**config.mk**
```make
export PLATFORM = sky130hd
export DESIGN_NAME = lacc_top
export DESIGN_NICKNAME = d
export VERILOG_FILES = /design/src/core/lacc_pkg.sv /design/src/core/lacc_step_if.sv /design/src/core/lacc_stepper.sv /design/src/core/lacc_top.sv
export SDC_FILE = /design/constraint.sdc
export NUM_CORES = 1
export LEC_CHECK = 0
export BUFFER_PORTS_ARGS = -buffer_cell sky130_fd_sc_hd__buf_2
export CAP_MARGIN = 0
export CORE_AREA = 4 4 139 141
export CTS_BUF_LIST = sky130_fd_sc_hd__clkbuf_8
export DETAILED_ROUTE_END_ITERATION = 12
export DIE_AREA = 0 0 143 145
export PLACE_DENSITY = 0.84
export SETUP_SLACK_MARGIN = 0.1
export SYNTH_ARGS = -nofsm -noshare
export SYNTH_HDL_FRONTEND = slang
export SYNTH_HIERARCHICAL = 1
export SYNTH_SLANG_ARGS = --single-unit
```
**constraint.sdc**
```tcl
create_clock -name i_clk -period 2.7 [get_ports i_clk]
set_input_delay 0.81 -clock i_clk [delete_from_list [all_inputs] [get_ports i_clk]]
set_output_delay 0.81 -clock i_clk [all_outputs]
set_load 0.02 [all_outputs]
```
**src/core/lacc_pkg.sv**
```systemverilog
// Behaviour
// RULE1 - bits 19..17 select the word: 101 load-adaptive word, 110 stall and scale word; reserved bits are written as zero.
// RULE2 - a lower threshold of zero turns load-adaptive scaling off entirely.
// RULE3 - with a nonzero lower threshold, a sample below lower threshold times 32 raises the scaling factor.
// RULE4 - increment size 00/01/10/11 adds 1/2/4/8 steps per below-threshold sample.
// RULE5 - upper threshold is (lower + offset + 1) times 32; enough samples at or above it lower the factor.
// RULE6 - decrement rate 00/01/10/11 needs 32/8/2/1 high samples per single decrement.
// RULE7 - minimum current select clear gives a floor of half the scale, set gives a quarter.
// RULE8 - the factor saturates between the floor and the full scale setting, never wrapping.
// RULE9 - filter enable clear passes every measurement, set updates it once per four full steps.
// RULE10 - the stall threshold in bits 14..8 is a seven-bit two's complement value, -64 to +63.
// RULE11 - the stall threshold offsets the measurement; a lower threshold flags a stall at less torque.
// RULE12 - the current scale field scales both coil references by (value + 1) / 32.
// RULE13 - the scale applies the same for serial-commanded and step/direction motion.
package lacc_pkg;
    localparam logic [2:0] LACC_SEL_LOAD = 3'h5;
    localparam logic [2:0] LACC_SEL_STALL = 3'h6;
    localparam int LACC_SEL_LSB = 17;
    localparam logic [19:0] LACC_LOAD_RESV = 20'h1_1090;
    localparam logic [19:0] LACC_STALL_RESV = 20'h0_80e0;
    localparam int LACC_LOW_LSB = 0;
    localparam int LACC_INC_LSB = 5;
    localparam int LACC_OFS_LSB = 8;
    localparam int LACC_DEC_LSB = 13;
    localparam int LACC_MIN_BIT = 15;
    localparam int LACC_FILT_BIT = 16;
    localparam int LACC_SGT_LSB = 8;
    localparam int LACC_CS_LSB = 0;
    localparam int LACC_THR_UNIT = 32;
    localparam int LACC_FILT_STEPS = 4;
    localparam logic [19:0] LACC_LOAD_RST = 20'h0_0000;
    localparam logic [19:0] LACC_STALL_RST = 20'h0_001f;
    // register port offsets
    localparam logic [3:0] LACC_ADR_LOAD = 4'h0;
    localparam logic [3:0] LACC_ADR_STALL = 4'h1;
    localparam logic [3:0] LACC_ADR_STAT = 4'h2;
    localparam logic [3:0] LACC_ADR_IRQ = 4'h3;
    localparam logic [3:0] LACC_ADR_MASK = 4'h4;
    localparam logic [3:0] LACC_ADR_MEAS = 4'h5;
    // irq bits: 0 stall, 1 factor at floor, 2 factor at full, 3 bad write
    localparam int LACC_IRQ_W = 4;
endpackage

```
**src/core/lacc_step_if.sv**
```systemverilog
`timescale 1ns/1ns
interface lacc_step_if;
    logic sample;
    logic [9:0] meas;
    logic [3:0] low;
    logic [3:0] ofs;
    logic [1:0] inc;
    logic [1:0] dec;
    logic min_sel;
    logic [4:0] cs;
    logic [4:0] factor;
    logic at_floor;
    logic at_full;
    modport ctrl (output sample, meas, low, ofs, inc, dec, min_sel, cs,
        input factor, at_floor, at_full);
    modport stepper (input sample, meas, low, ofs, inc, dec, min_sel, cs,
        output factor, at_floor, at_full);
endinterface

```
**src/core/lacc_stepper.sv**
```systemverilog
`timescale 1ns/1ns
module lacc_stepper
    import lacc_pkg::*;
(
    input wire logic i_clk,
    input wire logic i_rst_n,
    lacc_step_if.stepper bus
);
    typedef struct packed {
        logic [4:0] factor;
        logic [5:0] cnt;
    } lacc_stp_t;
    lacc_stp_t st_r;
    lacc_stp_t st_nxt;

    function automatic logic [4:0] lacc_floor(input logic [4:0] cs,
        input logic sel);
        logic [5:0] full;
        logic [4:0] q;
        full = {1'b0, cs} + 6'h01;
        // floor as a factor code: fraction of (cs+1) minus one, min 0
        if (sel) begin
            q = {1'b0, full[5:2]};
        end else begin
            q = full[5:1];
        end
        // tiny scale settings would wrap below zero without the clamp
        lacc_floor = (q == 5'h00) ? 5'h00 : q - 5'h01;
    endfunction

    function automatic logic [5:0] lacc_need(input logic [1:0] d);
        case (d)
            2'h0: lacc_need = 6'h20; // RULE6
            2'h1: lacc_need = 6'h08;
            2'h2: lacc_need = 6'h02;
            default: lacc_need = 6'h01;
        endcase
    endfunction

    logic [4:0] flo;
    logic [9:0] lo_thr;
    logic [9:0] hi_thr;
    logic [5:0] sum;
    always_comb begin
        st_nxt = st_r;
        flo = lacc_floor(bus.cs, bus.min_sel); // RULE7
        lo_thr = 10'({bus.low, 5'h00}); // RULE3
        hi_thr = (10'(bus.low) + 10'(bus.ofs) + 10'h001)
            * 10'(LACC_THR_UNIT);
        sum = 6'(st_r.factor) + (6'h01 << bus.inc); // RULE4
        if (bus.low == 4'h0) begin
            st_nxt.factor = bus.cs; // RULE2
            st_nxt.cnt = 6'h00;
        end else if (bus.sample) begin
            if (bus.meas < lo_thr) begin
                st_nxt.cnt = 6'h00;
                st_nxt.factor = (sum > 6'(bus.cs)) ? bus.cs : sum[4:0]; // RULE8
            end else if (bus.meas >= hi_thr) begin
                if (st_r.cnt + 6'h01 >= lacc_need(bus.dec)) begin // RULE5
                    st_nxt.cnt = 6'h00;
                    if (st_r.factor > flo) begin
                        st_nxt.factor = st_r.factor - 5'h01; // RULE8
                    end
                end else begin
                    st_nxt.cnt = st_r.cnt + 6'h01;
                end
            end
        end
        if (st_nxt.factor > bus.cs) begin
            st_nxt.factor = bus.cs; // RULE8
        end
        if (st_nxt.factor < flo) begin
            st_nxt.factor = flo;
        end
    end

    always_ff @(posedge i_clk or negedge i_rst_n) begin
        if (!i_rst_n) begin
            st_r <= '0;
        end else begin
            st_r <= st_nxt;
        end
    end
    assign bus.factor = st_r.factor;
    assign bus.at_floor = (bus.low != 4'h0) && (st_r.factor == flo);
    assign bus.at_full = (st_r.factor == bus.cs);

    property p_disabled_full;
        @(posedge i_clk) disable iff (!i_rst_n)
        (bus.low == 4'h0) ##1 (bus.low == 4'h0 && $stable(bus.cs))
        |-> st_r.factor == bus.cs;
    endproperty
    a_disabled_full: assert property (p_disabled_full) // RULE2
        else $error("factor not full while disabled");
    property p_never_above;
        @(posedge i_clk) disable iff (!i_rst_n)
        $stable(bus.cs) |-> st_r.factor <= bus.cs;
    endproperty
    a_never_above: assert property (p_never_above) // RULE8
        else $error("factor above scale");
    property p_low_raises;
        @(posedge i_clk) disable iff (!i_rst_n)
        (bus.sample && bus.low != 4'h0 && bus.meas < lo_thr
         && st_r.factor < bus.cs && $stable(bus.cs))
        |=> st_r.factor > $past(st_r.factor);
    endproperty
    a_low_raises: assert property (p_low_raises) // RULE3
        else $error("low sample did not raise factor");
    property p_single_dec;
        @(posedge i_clk) disable iff (!i_rst_n)
        (bus.low != 4'h0 && bus.meas >= hi_thr && bus.sample)
        |=> 6'(st_r.factor) + 6'h01 >= 6'($past(st_r.factor));
    endproperty
    a_single_dec: assert property (p_single_dec) // RULE6
        else $error("decrement larger than one");
    c_raise: cover property (@(posedge i_clk) disable iff (!i_rst_n)
        bus.sample && bus.meas < lo_thr && bus.low != 4'h0);
    c_floor: cover property (@(posedge i_clk) disable iff (!i_rst_n)
        bus.at_floor);
endmodule

```
**src/core/lacc_top.sv**
```systemverilog
// Decided for this implementation: the register offsets and the address-and-strobe port.
`timescale 1ns/1ns
module lacc_top
    import lacc_pkg::*;
#(
    parameter int MEAS_W = 10
) (
    input wire logic i_clk,
    input wire logic i_rst_n,
    input wire logic [3:0] i_addr,
    input wire logic [19:0] i_wdata,
    input wire logic i_wr,
    input wire logic i_rd,
    input wire logic i_meas_valid,
    input wire logic [MEAS_W-1:0] i_meas,
    input wire logic i_fullstep,
    input wire logic [7:0] i_coil_a,
    input wire logic [7:0] i_coil_b,
    output logic [19:0] o_rdata,
    output logic [7:0] o_coil_a,
    output logic [7:0] o_coil_b,
    output logic [4:0] o_factor,
    output logic [MEAS_W-1:0] o_load_measurement,
    output logic o_stall_indicator_out,
    output logic o_irq
);
    typedef struct packed {
        logic [19:0] load_cfg;
        logic [19:0] stall_cfg;
        logic [MEAS_W-1:0] meas;
        logic [1:0] steps;
        logic smp;
        logic [LACC_IRQ_W-1:0] irq;
        logic [LACC_IRQ_W-1:0] mask;
        logic [19:0] rdata;
        logic [7:0] coil_a;
        logic [7:0] coil_b;
        logic [4:0] factor;
        logic stall;
        logic irq_out;
    } lacc_top_t;
    lacc_top_t s_r;
    lacc_top_t s_nxt;
    logic rst_n;
    logic [1:0] rst_sync_r;
    lacc_step_if sbus ();

    // reset release through two flops; only sync[1] is read
    always_ff @(posedge i_clk or negedge i_rst_n) begin
        if (!i_rst_n) begin
            rst_sync_r <= 2'h0;
        end else begin
            rst_sync_r <= {rst_sync_r[0], 1'b1};
        end
    end
    assign rst_n = rst_sync_r[1];

    function automatic logic [7:0] lacc_scale(input logic [7:0] ref_v,
        input logic [4:0] f);
        logic [13:0] p;
        p = 14'(ref_v) * 14'({1'b0, f} + 6'h01);
        lacc_scale = p[12:5]; // RULE12
    endfunction

    logic wr_load;
    logic wr_stall;
    logic bad_wr;
    logic signed [MEAS_W+1:0] adj;
    logic signed [6:0] stall_threshold;
    logic [LACC_IRQ_W-1:0] ev;
    always_comb begin
        s_nxt = s_r;
        wr_load = i_wr && i_addr == LACC_ADR_LOAD
            && i_wdata[19:LACC_SEL_LSB] == LACC_SEL_LOAD; // RULE1
        wr_stall = i_wr && i_addr == LACC_ADR_STALL
            && i_wdata[19:LACC_SEL_LSB] == LACC_SEL_STALL; // RULE1
        bad_wr = i_wr && ((i_addr == LACC_ADR_LOAD && !wr_load)
            || (i_addr == LACC_ADR_STALL && !wr_stall));
        if (wr_load) begin
            s_nxt.load_cfg = i_wdata & ~LACC_LOAD_RESV; // RULE1
        end
        if (wr_stall) begin
            s_nxt.stall_cfg = i_wdata & ~LACC_STALL_RESV;
        end
        // filtered mode: hold samples until four full steps passed
        s_nxt.smp = 1'b0;
        if (i_fullstep) begin
            s_nxt.steps = s_r.steps + 2'h1;
        end
        if (i_meas_valid) begin
            if (!s_r.stall_cfg[LACC_FILT_BIT]) begin
                s_nxt.meas = i_meas; // RULE9
                s_nxt.smp = 1'b1;
            end else if (s_r.steps == 2'(LACC_FILT_STEPS - 1)
                && i_fullstep) begin
                s_nxt.meas = i_meas; // RULE9
                s_nxt.smp = 1'b1;
            end
        end
        // signed threshold shifts the zero point of the stall flag
        stall_threshold = s_r.stall_cfg[LACC_SGT_LSB+:7]; // RULE10
        adj = $signed({2'b00, s_r.meas}) + 12'(stall_threshold); // RULE11
        s_nxt.stall = adj <= 0; // RULE11
        s_nxt.factor = sbus.factor;
        // same scaling on both motion sources: refs already merged
        s_nxt.coil_a = lacc_scale(i_coil_a, sbus.factor); // RULE13
        s_nxt.coil_b = lacc_scale(i_coil_b, sbus.factor); // RULE13
        ev = {bad_wr, sbus.at_full, sbus.at_floor, s_nxt.stall && !s_r.stall};
        if (i_wr && i_addr == LACC_ADR_IRQ) begin
            s_nxt.irq = s_r.irq & ~i_wdata[LACC_IRQ_W-1:0];
        end
        s_nxt.irq = s_nxt.irq | ev; // set beats clear
        if (i_wr && i_addr == LACC_ADR_MASK) begin
            s_nxt.mask = i_wdata[LACC_IRQ_W-1:0];
        end
        s_nxt.irq_out = |(s_nxt.irq & s_nxt.mask);
        s_nxt.rdata = 20'h0_0000;
        if (i_rd) begin
            case (i_addr)
                LACC_ADR_STAT: s_nxt.rdata = 20'({s_r.stall, sbus.factor});
                LACC_ADR_IRQ: s_nxt.rdata = 20'(s_r.irq);
                LACC_ADR_MASK: s_nxt.rdata = 20'(s_r.mask);
                LACC_ADR_MEAS: s_nxt.rdata = 20'(s_r.meas);
                default: s_nxt.rdata = 20'h0_0000;
            endcase
        end
    end

    always_ff @(posedge i_clk or negedge rst_n) begin
        if (!rst_n) begin
            s_r.load_cfg <= LACC_LOAD_RST;
            s_r.stall_cfg <= LACC_STALL_RST;
            s_r.meas <= '0;
            s_r.steps <= 2'h0;
            s_r.smp <= 1'b0;
            s_r.irq <= '0;
            s_r.mask <= '0;
            s_r.rdata <= 20'h0_0000;
            s_r.coil_a <= 8'h00;
            s_r.coil_b <= 8'h00;
            s_r.factor <= 5'h00;
            s_r.stall <= 1'b0;
            s_r.irq_out <= 1'b0;
        end else begin
            s_r.load_cfg <= s_nxt.load_cfg;
            s_r.stall_cfg <= s_nxt.stall_cfg;
            s_r.meas <= s_nxt.meas;
            s_r.steps <= s_nxt.steps;
            s_r.smp <= s_nxt.smp;
            s_r.irq <= s_nxt.irq;
            s_r.mask <= s_nxt.mask;
            s_r.rdata <= s_nxt.rdata;
            s_r.coil_a <= s_nxt.coil_a;
            s_r.coil_b <= s_nxt.coil_b;
            s_r.factor <= s_nxt.factor;
            s_r.stall <= s_nxt.stall;
            s_r.irq_out <= s_nxt.irq_out;
        end
    end

    assign sbus.sample = s_r.smp;
    assign sbus.meas = 10'(s_r.meas);
    assign sbus.low = s_r.load_cfg[LACC_LOW_LSB+:4];
    assign sbus.ofs = s_r.load_cfg[LACC_OFS_LSB+:4];
    assign sbus.inc = s_r.load_cfg[LACC_INC_LSB+:2];
    assign sbus.dec = s_r.load_cfg[LACC_DEC_LSB+:2];
    assign sbus.min_sel = s_r.load_cfg[LACC_MIN_BIT];
    assign sbus.cs = s_r.stall_cfg[LACC_CS_LSB+:5];

    lacc_stepper u_step (
        .i_clk(i_clk),
        .i_rst_n(rst_n),
        .bus(sbus.stepper)
    );

    assign o_rdata = s_r.rdata;
    assign o_coil_a = s_r.coil_a;
    assign o_coil_b = s_r.coil_b;
    assign o_factor = s_r.factor;
    assign o_load_measurement = s_r.meas;
    assign o_stall_indicator_out = s_r.stall;
    assign o_irq = s_r.irq_out;

    property p_sel_guard;
        @(posedge i_clk) disable iff (!rst_n)
        (i_wr && i_addr == LACC_ADR_LOAD
         && i_wdata[19:LACC_SEL_LSB] != LACC_SEL_LOAD)
        |=> $stable(s_r.load_cfg);
    endproperty
    a_sel_guard: assert property (p_sel_guard) // RULE1
        else $error("load word taken with wrong selector");
    property p_filter_hold;
        @(posedge i_clk) disable iff (!rst_n)
        (s_r.stall_cfg[LACC_FILT_BIT] && !i_fullstep) |=> $stable(s_r.meas);
    endproperty
    a_filter_hold: assert property (p_filter_hold) // RULE9
        else $error("filtered measurement moved without full step");
    property p_irq_level;
        @(posedge i_clk) disable iff (!rst_n)
        o_irq == |(s_r.irq & s_r.mask);
    endproperty
    a_irq_level: assert property (p_irq_level)
        else $error("irq output mismatch");
    c_load_wr: cover property (@(posedge i_clk) disable iff (!rst_n)
        wr_load);
    c_stall: cover property (@(posedge i_clk) disable iff (!rst_n)
        $rose(o_stall_indicator_out));
endmodule

```
==> out/summary.md, run 1 <==
* finished, violations left — result of the run
* setup timing — violations in the final reports
* 18200 µm — HPWL after detailed placement
* 84 — count of cell types in the netlist
* 100 ps — clock edge transition at the registers on the reported setup and hold paths
* 400 ps — latest clock arrival within the worst-skew pair
* 22.0 ps — final worst clock skew
* buf_4 — most common cell after layout, fill and taps aside
* 26200 µm — final wirelength
* 23.4% — arithmetic-cell share of the synthesized area counting full adders, half adders and majority gates
* 10100 µm — M1 wire length
* 3010 ps — data required time at the worst endpoint
* 49 — num rows
* clkbuf_8 — Clock Root Buffer
* 39.8% — share of layout cells above drive strength 1
* 0 — Final Hold Violating Endpoints
* 580 ps — longest individual stage delay on the worst path
* 0 — number of nets with antenna violations after routing
* 6 — warning count from the yosys run
* 5.45% — multiplexer area fraction after synthesis
* 0.00655 W — cell internal power dissipation
* -3480 ps — Worst Setup Slack, final
* 75.5% — fraction of power consumed by combinational cells
* 0.0120 mm² — post-route cell area
* 9 — total clock buffers created by CTS
* 145 µm — Die Y-Extent
* dfrtp_1 — most common flop cell mapped by yosys
* 15.8% — fraction of power consumed by sequential logic
* in -> async — min-delay worst type
* 667 ps — Worst-Margin Slew
* 43.9% — sw frac
* 100% — share of synthesized flip-flops with an asynchronous set or reset
* 7 — maximum fanout along the worst path
* 1422 — number of nets at the end of the flow
* ha_4 — Most Frequent Cell on Critical Path
* 13500 µm — Detail Route met2 WL
* 5.61 — Vias per Instance
* reg -> reg — Crit Path Category
* 2 — CTS Buffer Depth
* 6.13 nW — total leakage power
* 0.603 mV — Worst IR Drop VDD
* 0 — number of enable-type register cells in the synthesized netlist
* adder cells — combinational family with the most area after synthesis
* 8515 — vias in the first global route
* 8185 — Vias
* 41900 µm — global-route wire length before repair
* true — setup repair after global routing missed its margin
* 3.85% — Post-Synth XOR/XNOR Area
* met5 — highest layer used for signal routing
* 172 x buf_4, 97 x inv_1, 97 x buf_2 — most used cells in the layout excluding fill and tap cells
* 97 — IO buf count
* 32.1% — P&R area growth vs syn
* yes — clock tree from TritonCTS
* 12.6% — post-synthesis compound-gate area fraction
* 24.8% — GRT Util Overall
* 143 µm — Die W
* 26 — number of setup violations in the final report
* 513 — count of routing violations after the opening detailed-route iteration
* 989 — Cells after Synth
* compound AO/OA/AOI/OAI gates — Largest delay share family, worst path
* 0 — sum of overflow across all layers after global routing
* 93 — clock sink count
* 0.00909 mm² — cell area after technology mapping
* 18.6% — simple-gate share of the synthesized area
* u_step/bus.factor[3]$_DFF_PN0_ — Reg-to-Reg End
* 93 — post-synthesis register bit count
* flip-flop — launching element type of the critical path
* 1402 — placed cells
* 0.0180 mm² — core footprint
* 0 — max-cap check violation count
* 1 — sum of buffers and inverters on the critical path
* -42980 ps — accumulated negative setup slack
* 162 MHz — Highest Clock Rate
* 0.922 — RePlAce Congestion
* 50.6% — Initial Utilization
* 3 — maximum level of the CTS H-tree
* 8.7% — Clock Power Share
* 0.0207 mm² — die area
* 18.0 µm — routed wire length per instance
* 6 — First-pass DRT Iterations
* flip-flop — Critical Path End Type
* 972 mW/mm² — pwr dens
* 0.00512 W — switching component of the power
* 229% — Final Cycle Share
* 1460 — post-route non-filler standard cell count
* 51 — largest net degree at the start of global routing
* 1187 — number of filler cells placed in the layout
* s_r[65]$_DFFE_PN1P_ — R2R Path Start
* 0 — pins over their slew limit
* 3 — initial antenna violation count
* 55.0% — Relative slew margins
* 0.0107 mm² — Placed Area
* 0 — detailed-route DRC error count
* 6480 ps — Data arrival, critical path
* -3480 ps — setup slack of the worst register-to-register path
* 109 — num ports
* 9.19 µm² — Avg Synthesized Cell Area
* 25.7% — portion of the post-synthesis area used by sequential elements
* 6180 ps — final critical-path required period
* dfstp_2 — critical path's slowest cell
* 29 — Reg2Reg Depth
* 1540 µm — routed length on met3
routing by layer:
layer | track usage (%) | up-vias
met2 | 42.8 | 308
met4 | 10.2 | 4
met5 | 0 | -
met3 | 5.36 | 108
met1 | 29.6 | 4004
li1 | - | 3761
through the flow:
step	total power [W]	hold WS, ps	worst slack (ps)	util, %
floorplan	0.00644	331	-3190	-
global placement	0.00821	334	-3180	59.7
detailed placement	0.00848	337	-3430	59.7
CTS	0.0107	169	-3270	65.1
global route	0.0125	172	-3810	66.8
finish	0.0117	184	-3480	66.8
registers in the layout (all words and copies together), names as in the netlist:
signal and flops:
o_coil_a 8, u_step/st_r 6, o_factor 5, s_r 36, o_stall_indicator_out 1, u_step/bus.factor 5, sbus.sample 1, o_load_measurement 10
o_irq 1, rst_sync_r 2, o_rdata 10, o_coil_b 8
cells by family (layout without fill, tap and decap cells):
logic type / count (synthesis) / in the layout
other: 2 / 12
and+or+nand+nor: 318 / 318
AOI/OAI and AO/OA: 159 / 159
xor gates and xnor gates: 40 / 40
DFF: 93 / 93
buffers and inverters: 191 / 423
adders and majority gates: 141 / 141
muxes: 45 / 45
power by group through the flow:
| stage | clock (W) | combinational, W | sequential (W) |
|---|---|---|---|
| finish | 0.00101 | 0.00882 | 0.00184 |
| global placement | 0 | 0.00636 | 0.00186 |
| floorplan | 0 | 0.00456 | 0.00188 |
| detailed placement | 0 | 0.00662 | 0.00186 |
| CTS | 0.00103 | 0.00784 | 0.00184 |
| global route | 0.00109 | 0.00955 | 0.00187 |
synth_stat cells, drive strengths merged (13+ instances only):
| cell | n | area (µm²) |
|---|---|---|
| inv | 113 | 424 |
| nor2 | 56 | 213 |
| o21ai | 35 | 179 |
| a21o | 13 | 97.6 |
| fa | 49 | 981 |
| buf | 63 | 460 |
| clkbuf | 15 | 56.3 |
| ha | 92 | 1150 |
| xor2 | 14 | 123 |
| nand2 | 102 | 383 |
| dfrtp | 88 | 2200 |
| mux2 | 33 | 375 |
| nor2b | 19 | 119 |
| xnor2 | 26 | 228 |
| nand3 | 20 | 113 |
| nand2b | 14 | 87.6 |
| and2 | 54 | 338 |
| a21oi | 33 | 184 |
area by class of cell:
type / count / area (µm²) / area share (%)
repair buffers: 294 / 2100 / 17.5
clock buffers: 9 / 124 / 1.03
multi-input cells: 714 / 6650 / 55.4
well taps: 229 / 287 / 2.39
flip-flops and latches: 93 / 2340 / 19.5
diodes: 1 / 2.50 / 0.0208
clock inverters: 7 / 80.1 / 0.667
inverters: 113 / 429 / 3.57
repair_timing:
| item | 4_1_cts | 5_1_grt |
|---|---|---|
| hold buffers | 0 | 0 |
| setup endpoints to repair | 30 | 31 |
| resized for setup | 112 | 58 |
| cloned | 1 | 0 |
| pin swaps | 87 | 69 |
| setup buffers | 33 | 15 |
worst max path at each step:
stage / startpoint / to / slack, ps / cells past startpoint
after CTS: s_r[65]$_DFFE_PN1P_ / u_step/bus.factor[1]$_DFF_PN0_ / -3270 / 28
after detailed placement: s_r[65]$_DFFE_PN1P_ / u_step/bus.factor[1]$_DFF_PN0_ / -3430 / 31
final: s_r[65]$_DFFE_PN1P_ / u_step/bus.factor[3]$_DFF_PN0_ / -3480 / 29
after global placement: s_r[65]$_DFFE_PN1P_ / u_step/bus.factor[1]$_DFF_PN0_ / -3180 / 31
after floorplan: s_r[66]$_DFFE_PN1P_ / u_step/bus.factor[0]$_DFF_PN0_ / -3190 / 31
after global routing: s_r[65]$_DFFE_PN1P_ / u_step/bus.factor[0]$_DFF_PN0_ / -3810 / 28
worst reg2reg max path: cells and delay by family (launching register included):
family / cells / cell delay, ps
AO/OA/AOI/OAI: 15 / 3260
adder cells (fa/ha/maj): 5 / 1150
AND/OR/NAND/NOR: 6 / 730
flip-flops: 1 / 580
multiplexers: 1 / 250
XOR/XNOR: 1 / 80
buffers and inverters: 1 / 60
Power figures use the tool's default switching activity.
==> run 2: changes to the inputs <==
Clock period 2.7 ns to 5.4 ns, I/O delays scaled along.
==> out/summary.md, run 2 (same netlist as run 1, synthesis figures left out) <==
* finished, violations left — result of the run
* setup timing — violations in the final reports
* 0.0180 mm² — core footprint, unchanged
* inv_1 — most common cell after layout, fill and taps aside
* 145 µm — Die Y-Extent, unchanged
* 114 x inv_1, 100 x nand2_1, 97 x buf_2 — most used cells in the layout excluding fill and tap cells
* yes — clock tree from TritonCTS
* 7903 — vias in the first global route, -7.2%
* 5.37 nW — total leakage power, -12%
* -840 ps — setup slack of the worst register-to-register path, +2640 ps
* 15.3% — P&R area growth vs syn
* 0 — pins over their slew limit, unchanged
* 0 — Final Hold Violating Endpoints, unchanged
* 5.70 — Vias per Instance, +1.7%
* 2 — initial antenna violation count, -1
* met2 — Top Usage Layer GRT
* s_r[64]$_DFFE_PN1P_ — source of the critical timing path
* 17400 µm — HPWL after detailed placement, -4.1%
* 2 — CTS Buffer Depth, unchanged
* flip-flop — Critical Path End Type
* 93 — clock sink count, unchanged
* reg -> async — min-delay worst type
* 36.7% — global routing usage on met2, -6.2 points
* 10.2% — Clock Power Share, +1.5 points
* clkbuf_8 — Clock Root Buffer
* 28.0% — met1 Resource Use GR, -1.6 points
* reg -> reg — Crit Path Category
* 31 — Reg2Reg Depth, +6.9%
* 97 — IO buf count, unchanged
* 17.0 µm — routed wire length per instance, -5.3%
* 9 — total clock buffers created by CTS, unchanged
* 6240 ps — final critical-path required period, +57.0 ps
* 5 — maximum fanout along the worst path, -2
* 46.3% — sw frac, +2.4 points
* flip-flop — launching element type of the critical path
* 50.6% — Initial Utilization, unchanged
* 0 — max-cap check violation count, unchanged
* 19.8 ps — final worst clock skew, -2.13 ps
* u_step/bus.factor[1]$_DFF_PN0_ — Reg-to-Reg End
* 36 — number of flip-flops under the largest register name, unchanged
* 57 — largest net degree at the start of global routing, +12%
* 58.4% — Post-Route Utilization, -8.5 points
* 4.48% — met3 track demand over resource, -0.89 points
* 115% — Final Cycle Share, -110 points
* 5 — number of setup violations in the final report, -81%
* 21.2% — fraction of power consumed by sequential logic, +5.4 points
* 0 — detailed-route DRC error count, unchanged
* 600 ps — longest individual stage delay on the worst path, +20 ps
* 160 MHz — Highest Clock Rate, -0.91%
* 25.2% — Relative slew margins, -30 points
* 5700 ps — data required time at the worst endpoint, +2690 ps
* 0 — number of nets with antenna violations after routing, unchanged
* true — setup repair after global routing missed its margin
* dfstp_2 — critical path's slowest cell
* -836 ps — Worst Setup Slack, final, +2640 ps
* 390 ps — latest clock arrival within the worst-skew pair, about the same
* u_step/bus.factor[1]$_DFF_PN0_ — worst setup path endpoint
* 0.00237 W — cell internal power dissipation, -64%
* 110 ps — clock edge transition at the registers on the reported setup and hold paths, about the same
* s_r[64]$_DFFE_PN1P_ — R2R Path Start
* 0.00204 W — switching component of the power, -60%
* 6530 ps — Data arrival, critical path, +50 ps
* 420 mW/mm² — pwr dens, -57%
* s_r — register with the highest flop count
* 49 — num rows, unchanged
* 0 — sum of overflow across all layers after global routing, unchanged
* 7671 — Vias, -6.3%
* 0.0207 mm² — die area, unchanged
* 0.256 mV — Worst IR Drop VDD, -58%
* 22900 µm — final wirelength, -13%
* 8 — First-pass DRT Iterations, +2
* 22.3% — GRT Util Overall, -2.5 points
* 0.972 — RePlAce Congestion, +5.5%
* 500 — count of routing violations after the opening detailed-route iteration, -2.5%
* 1452 — number of filler cells placed in the layout, +22%
* 25.4% — share of layout cells above drive strength 1, -14 points
* 143 µm — Die W, unchanged
* 1110 ps — Worst-Margin Slew, +440 ps
* 1308 — number of nets at the end of the flow, -8.0%
* 3 — maximum level of the CTS H-tree, unchanged
* 109 — num ports, unchanged
* 37800 µm — global-route wire length before repair, -9.7%
* 287 ps — minimum hold slack, +104 ps
* 68.5% — fraction of power consumed by combinational cells, -7.0 points
==> run 2: per-stage QoR <==
step           TNS (ps)  cells  worst slack (ps)  instance area [µm²]  power, W
3_5_place_dp      -4120   1316              -841                10000   0.00382
3_3_place_gp      -3270   1316              -682                10000   0.00369
5_1_grt           -5140   1346             -1060                10500   0.00481
4_1_cts           -3210   1335              -665                10300   0.00434
6_report          -3980   1346              -836                10500   0.00440
2_1_floorplan     -2420    998              -487                 9230   0.00314
==> run 2: final cells by class <==
type | count | area [µm²] | share of cell area [%]
Multi-Input combinational cell | 714 | 6140 | 58.6
Clock buffer | 9 | 124 | 1.18
Antenna cell | 1 | 2.50 | 0.0239
Sequential cell | 93 | 2340 | 22.3
Tap cell | 229 | 287 | 2.73
Clock inverter | 7 | 58.8 | 0.561
Timing Repair Buffer | 180 | 1110 | 10.6
Inverter | 113 | 424 | 4.05
==> run 2: worst min path at each step <==
stage | from | end | slack (ps)
3_3_place_gp | rst_sync_r[1]$_DFF_PN0_ | o_coil_a[5]$_DFF_PN0_ | 290
4_1_cts | rst_sync_r[1]$_DFF_PN0_ | o_coil_a[7]$_DFF_PN0_ | 310
2_1_floorplan | rst_sync_r[0]$_DFF_PN0_ | rst_sync_r[1]$_DFF_PN0_ | 330
3_5_place_dp | rst_sync_r[1]$_DFF_PN0_ | o_coil_a[7]$_DFF_PN0_ | 320
6_report | rst_sync_r[1]$_DFF_PN0_ | o_coil_a[7]$_DFF_PN0_ | 290
5_1_grt | rst_sync_r[1]$_DFF_PN0_ | o_coil_a[7]$_DFF_PN0_ | 340
==> run 2: repair_timing <==
action                                  CTS  global route
hold buffers                              0             0
resized for setup                        15            19
buffers inserted                          3            10
pin swaps                                13            29
endpoints found under the setup margin    5             5
endpoints found under the hold margin     0             0
==> run 2: power groups by stage <==
| stage | Sequential (W) | Clock (W) | Combinational [W] |
|---|---|---|---|
| floorplan | 0.000941 | 0 | 0.00219 |
| global placement | 0.000946 | 0 | 0.00274 |
| detailed placement | 0.000947 | 0 | 0.00287 |
| CTS | 0.000937 | 0.000459 | 0.00294 |
| global route | 0.000951 | 0.000494 | 0.00337 |
| finish | 0.000936 | 0.000451 | 0.00302 |
==> run 2: layer usage <==
metal	part of all wire [%]	wire length [µm]
met1	40	9130
met5	0.031	7
met2	49	11300
met4	3.7	840
met3	7.3	1680
==> run 2: critical path, delay by kind of cell, from the launching register on <==
kind | cells | cell delay (ps)
adders and majority gates | 4 | 1060
muxes | 1 | 250
AOI/OAI and AO/OA | 15 | 2860
buffers and inverters | 3 | 400
xor gates and xnor gates | 1 | 90
and+or+nand+nor | 7 | 840
DFF | 1 | 600
==> run 3: changes to the inputs <==
Settings changed: RECOVER_POWER from default to 50.
==> out/summary.md, run 3 (same netlist as run 1, synthesis figures left out) <==
* 97 — IO buf count, unchanged
* 17.0 µm — routed wire length per instance, -0.24%
* 50.6% — Initial Utilization, unchanged
* 7717 — Vias, +0.60%
* 68.5% — fraction of power consumed by combinational cells, about the same
* 93 — clock sink count, unchanged
* 5 — maximum fanout along the worst path, unchanged
* 0.0100 mm² — Placed Area, unchanged
* 2 — CTS Buffer Depth, unchanged
* clkbuf_8 — Clock Root Buffer
* 110 ps — clock edge transition at the registers on the reported setup and hold paths, about the same
* 0.256 mV — Worst IR Drop VDD, +0.15%
* 0.00204 W — switching component of the power, about the same
* 1456 — number of filler cells placed in the layout, +0.28%
* u_step/bus.factor[1]$_DFF_PN0_ — Reg-to-Reg End
* 6220 ps — final critical-path required period, -20.0 ps
* 36 — number of flip-flops under the largest register name, unchanged
* flip-flop — Critical Path End Type
* 145 µm — Die Y-Extent, unchanged
* 600 ps — longest individual stage delay on the worst path, about the same
* 4.18% — Relative slew margins, -21 points
* s_r[64]$_DFFE_PN1P_ — R2R Path Start
* 0 — Hold-fix buffers, CTS, unchanged
* 9 — total clock buffers created by CTS, unchanged
* 0.0207 mm² — die area, unchanged
* 544 — count of routing violations after the opening detailed-route iteration, +8.8%
* flip-flop — launching element type of the critical path
* 3 — maximum level of the CTS H-tree, unchanged
* 0.972 — RePlAce Congestion, unchanged
* 22.3% — GRT Util Overall, unchanged
* 0 — number of cells on the worst hold path
* 7903 — vias in the first global route, unchanged
* 22900 µm — final wirelength, -0.24%
* 29 — Reg2Reg Depth, -6.5%
* 1346 — post-route non-filler standard cell count, unchanged
* 46.3% — sw frac, +0.052 points
* 0 — Final Hold Violating Endpoints, unchanged
* inv_1 — most common cell after layout, fill and taps aside
* setup timing — violations in the final reports
* rst_sync_r[0]$_DFF_PN0_ — hold path start
* 49 — num rows, unchanged
* 5 — number of setup violations in the final report, unchanged
* -816 ps — Worst Setup Slack, final, +20.0 ps
* finished, violations left — result of the run
* 2 — initial antenna violation count, unchanged
* 0.00233 mm² — register area, -0.16%
* 143 µm — Die W, unchanged
* 5.73 — Vias per Instance, +0.60%
* 0.0105 mm² — post-route cell area, about the same
* 5 — First-pass DRT Iterations, -3
* 115% — Final Cycle Share, -0.37 points
* yes — clock tree from TritonCTS
* true — setup repair after global routing missed its margin
* 0 — pins over their slew limit, unchanged
* 0 — sum of overflow across all layers after global routing, unchanged
* 0 — number of nets with antenna violations after routing, unchanged
* 109 — num ports, unchanged
* 4 — sum of buffers and inverters on the critical path, +1
* dfstp_2 — critical path's slowest cell
* 21.3% — fraction of power consumed by sequential logic, about the same
* ha_4 — Most Frequent Cell on Critical Path
* 114 x inv_1, 100 x nand2_1, 97 x buf_2 — most used cells in the layout excluding fill and tap cells
* 37800 µm — global-route wire length before repair, unchanged
* s_r — register with the highest flop count
* 0.00614 mm² — area occupied by multi-input gates, unchanged
* reg -> reg — Crit Path Category
* reg -> reg — min-delay worst type
* 20.7 ps — final worst clock skew, +0.886 ps
* 0 — detailed-route DRC error count, unchanged
* 1308 — number of nets at the end of the flow, unchanged
* rst_sync_r[1]$_DFF_PN0_ — Worst Hold End
* 6510 ps — Data arrival, critical path, -20 ps
* compound AO/OA/AOI/OAI gates — Largest delay share family, worst path
* 5690 ps — data required time at the worst endpoint, about the same
* 1440 ps — Worst-Margin Slew, +331 ps
* 161 MHz — Highest Clock Rate, +0.32%
* 0 — max-cap check violation count, unchanged
* 390 ps — latest clock arrival within the worst-skew pair, about the same
* -820 ps — setup slack of the worst register-to-register path, +20 ps
* 25.2% — share of layout cells above drive strength 1, -0.18 points
* 57 — largest net degree at the start of global routing, unchanged
* 5.37 nW — total leakage power, about the same
* 15.2% — P&R area growth vs syn, about the same
* 1316 — placed cells, unchanged
* 0.0180 mm² — core footprint, unchanged
* 0.00236 W — cell internal power dissipation, -0.13%
* 0.00440 W — total power draw, about the same
* 17400 µm — HPWL after detailed placement, unchanged
* 10.2% — Clock Power Share, about the same
* 420 mW/mm² — pwr dens, about the same
* 58.3% — Post-Route Utilization, about the same
run 3: layout make-up:
class | count | area share [%]
Multi-Input combinational cell | 714 | 58.6
Tap cell | 229 | 2.73
Antenna cell | 1 | 0.0239
Sequential cell | 93 | 22.3
Timing Repair Buffer | 180 | 10.6
Clock buffer | 9 | 1.18
Inverter | 113 | 4.05
Clock inverter | 7 | 0.561
run 3: repair_timing:
action,in CTS,in global routing
gates resized for setup,15,19
pin swaps,13,29
setup buffers,3,10
endpoints found under the setup margin,5,5
endpoints found under the hold margin,0,0
run 3: worst register-to-register path, delay by kind of cell (launching register included):
kind,cells,cell delay [ps]
adders and majority gates,4,1090
muxes,1,240
and+or+nand+nor,7,790
AOI/OAI and AO/OA,13,2900
DFF,1,600
buffers and inverters,4,520
run 3: power groups by stage:
stage / registers [W] / clock network [W] / logic [W]
after floorplan: 0.000941 / 0 / 0.00219
after global placement: 0.000946 / 0 / 0.00274
after detailed placement: 0.000947 / 0 / 0.00287
after CTS: 0.000937 / 0.000459 / 0.00294
after global routing: 0.000951 / 0.000494 / 0.00336
final: 0.000936 / 0.000450 / 0.00302
run 3: worst max path at each step:
stage                   startpoint                              to  slack (ps)  cells after the start
2_1_floorplan  s_r[66]$_DFFE_PN1P_  u_step/bus.factor[0]$_DFF_PN0_        -490                     31
3_3_place_gp   s_r[64]$_DFFE_PN1P_  u_step/bus.factor[2]$_DFF_PN0_        -680                     30
3_5_place_dp   s_r[64]$_DFFE_PN1P_  u_step/bus.factor[2]$_DFF_PN0_        -840                     30
4_1_cts        s_r[64]$_DFFE_PN1P_  u_step/bus.factor[2]$_DFF_PN0_        -670                     28
5_1_grt        s_r[64]$_DFFE_PN1P_  u_step/bus.factor[1]$_DFF_PN0_       -1060                     31
6_report       s_r[64]$_DFFE_PN1P_  u_step/bus.factor[1]$_DFF_PN0_        -820                     29
run 3: routing by layer:
metal | vias to the layer above | wire length, µm | track usage, %
met2 | 337 | 11100 | 36.7
met5 | - | 7 | 0
met1 | 3756 | 9180 | 28.0
li1 | 3531 | - | -
met3 | 91 | 1620 | 4.48
met4 | 2 | 914 | 10.3
run 3: stage by stage:
step	setup slack, ps	setup TNS (ps)	hold WS [ps]
CTS	-665	-3210	313
detailed placement	-841	-4120	316
global route	-1060	-5140	380
global placement	-682	-3270	294
finish	-816	-3970	364
floorplan	-487	-2420	331
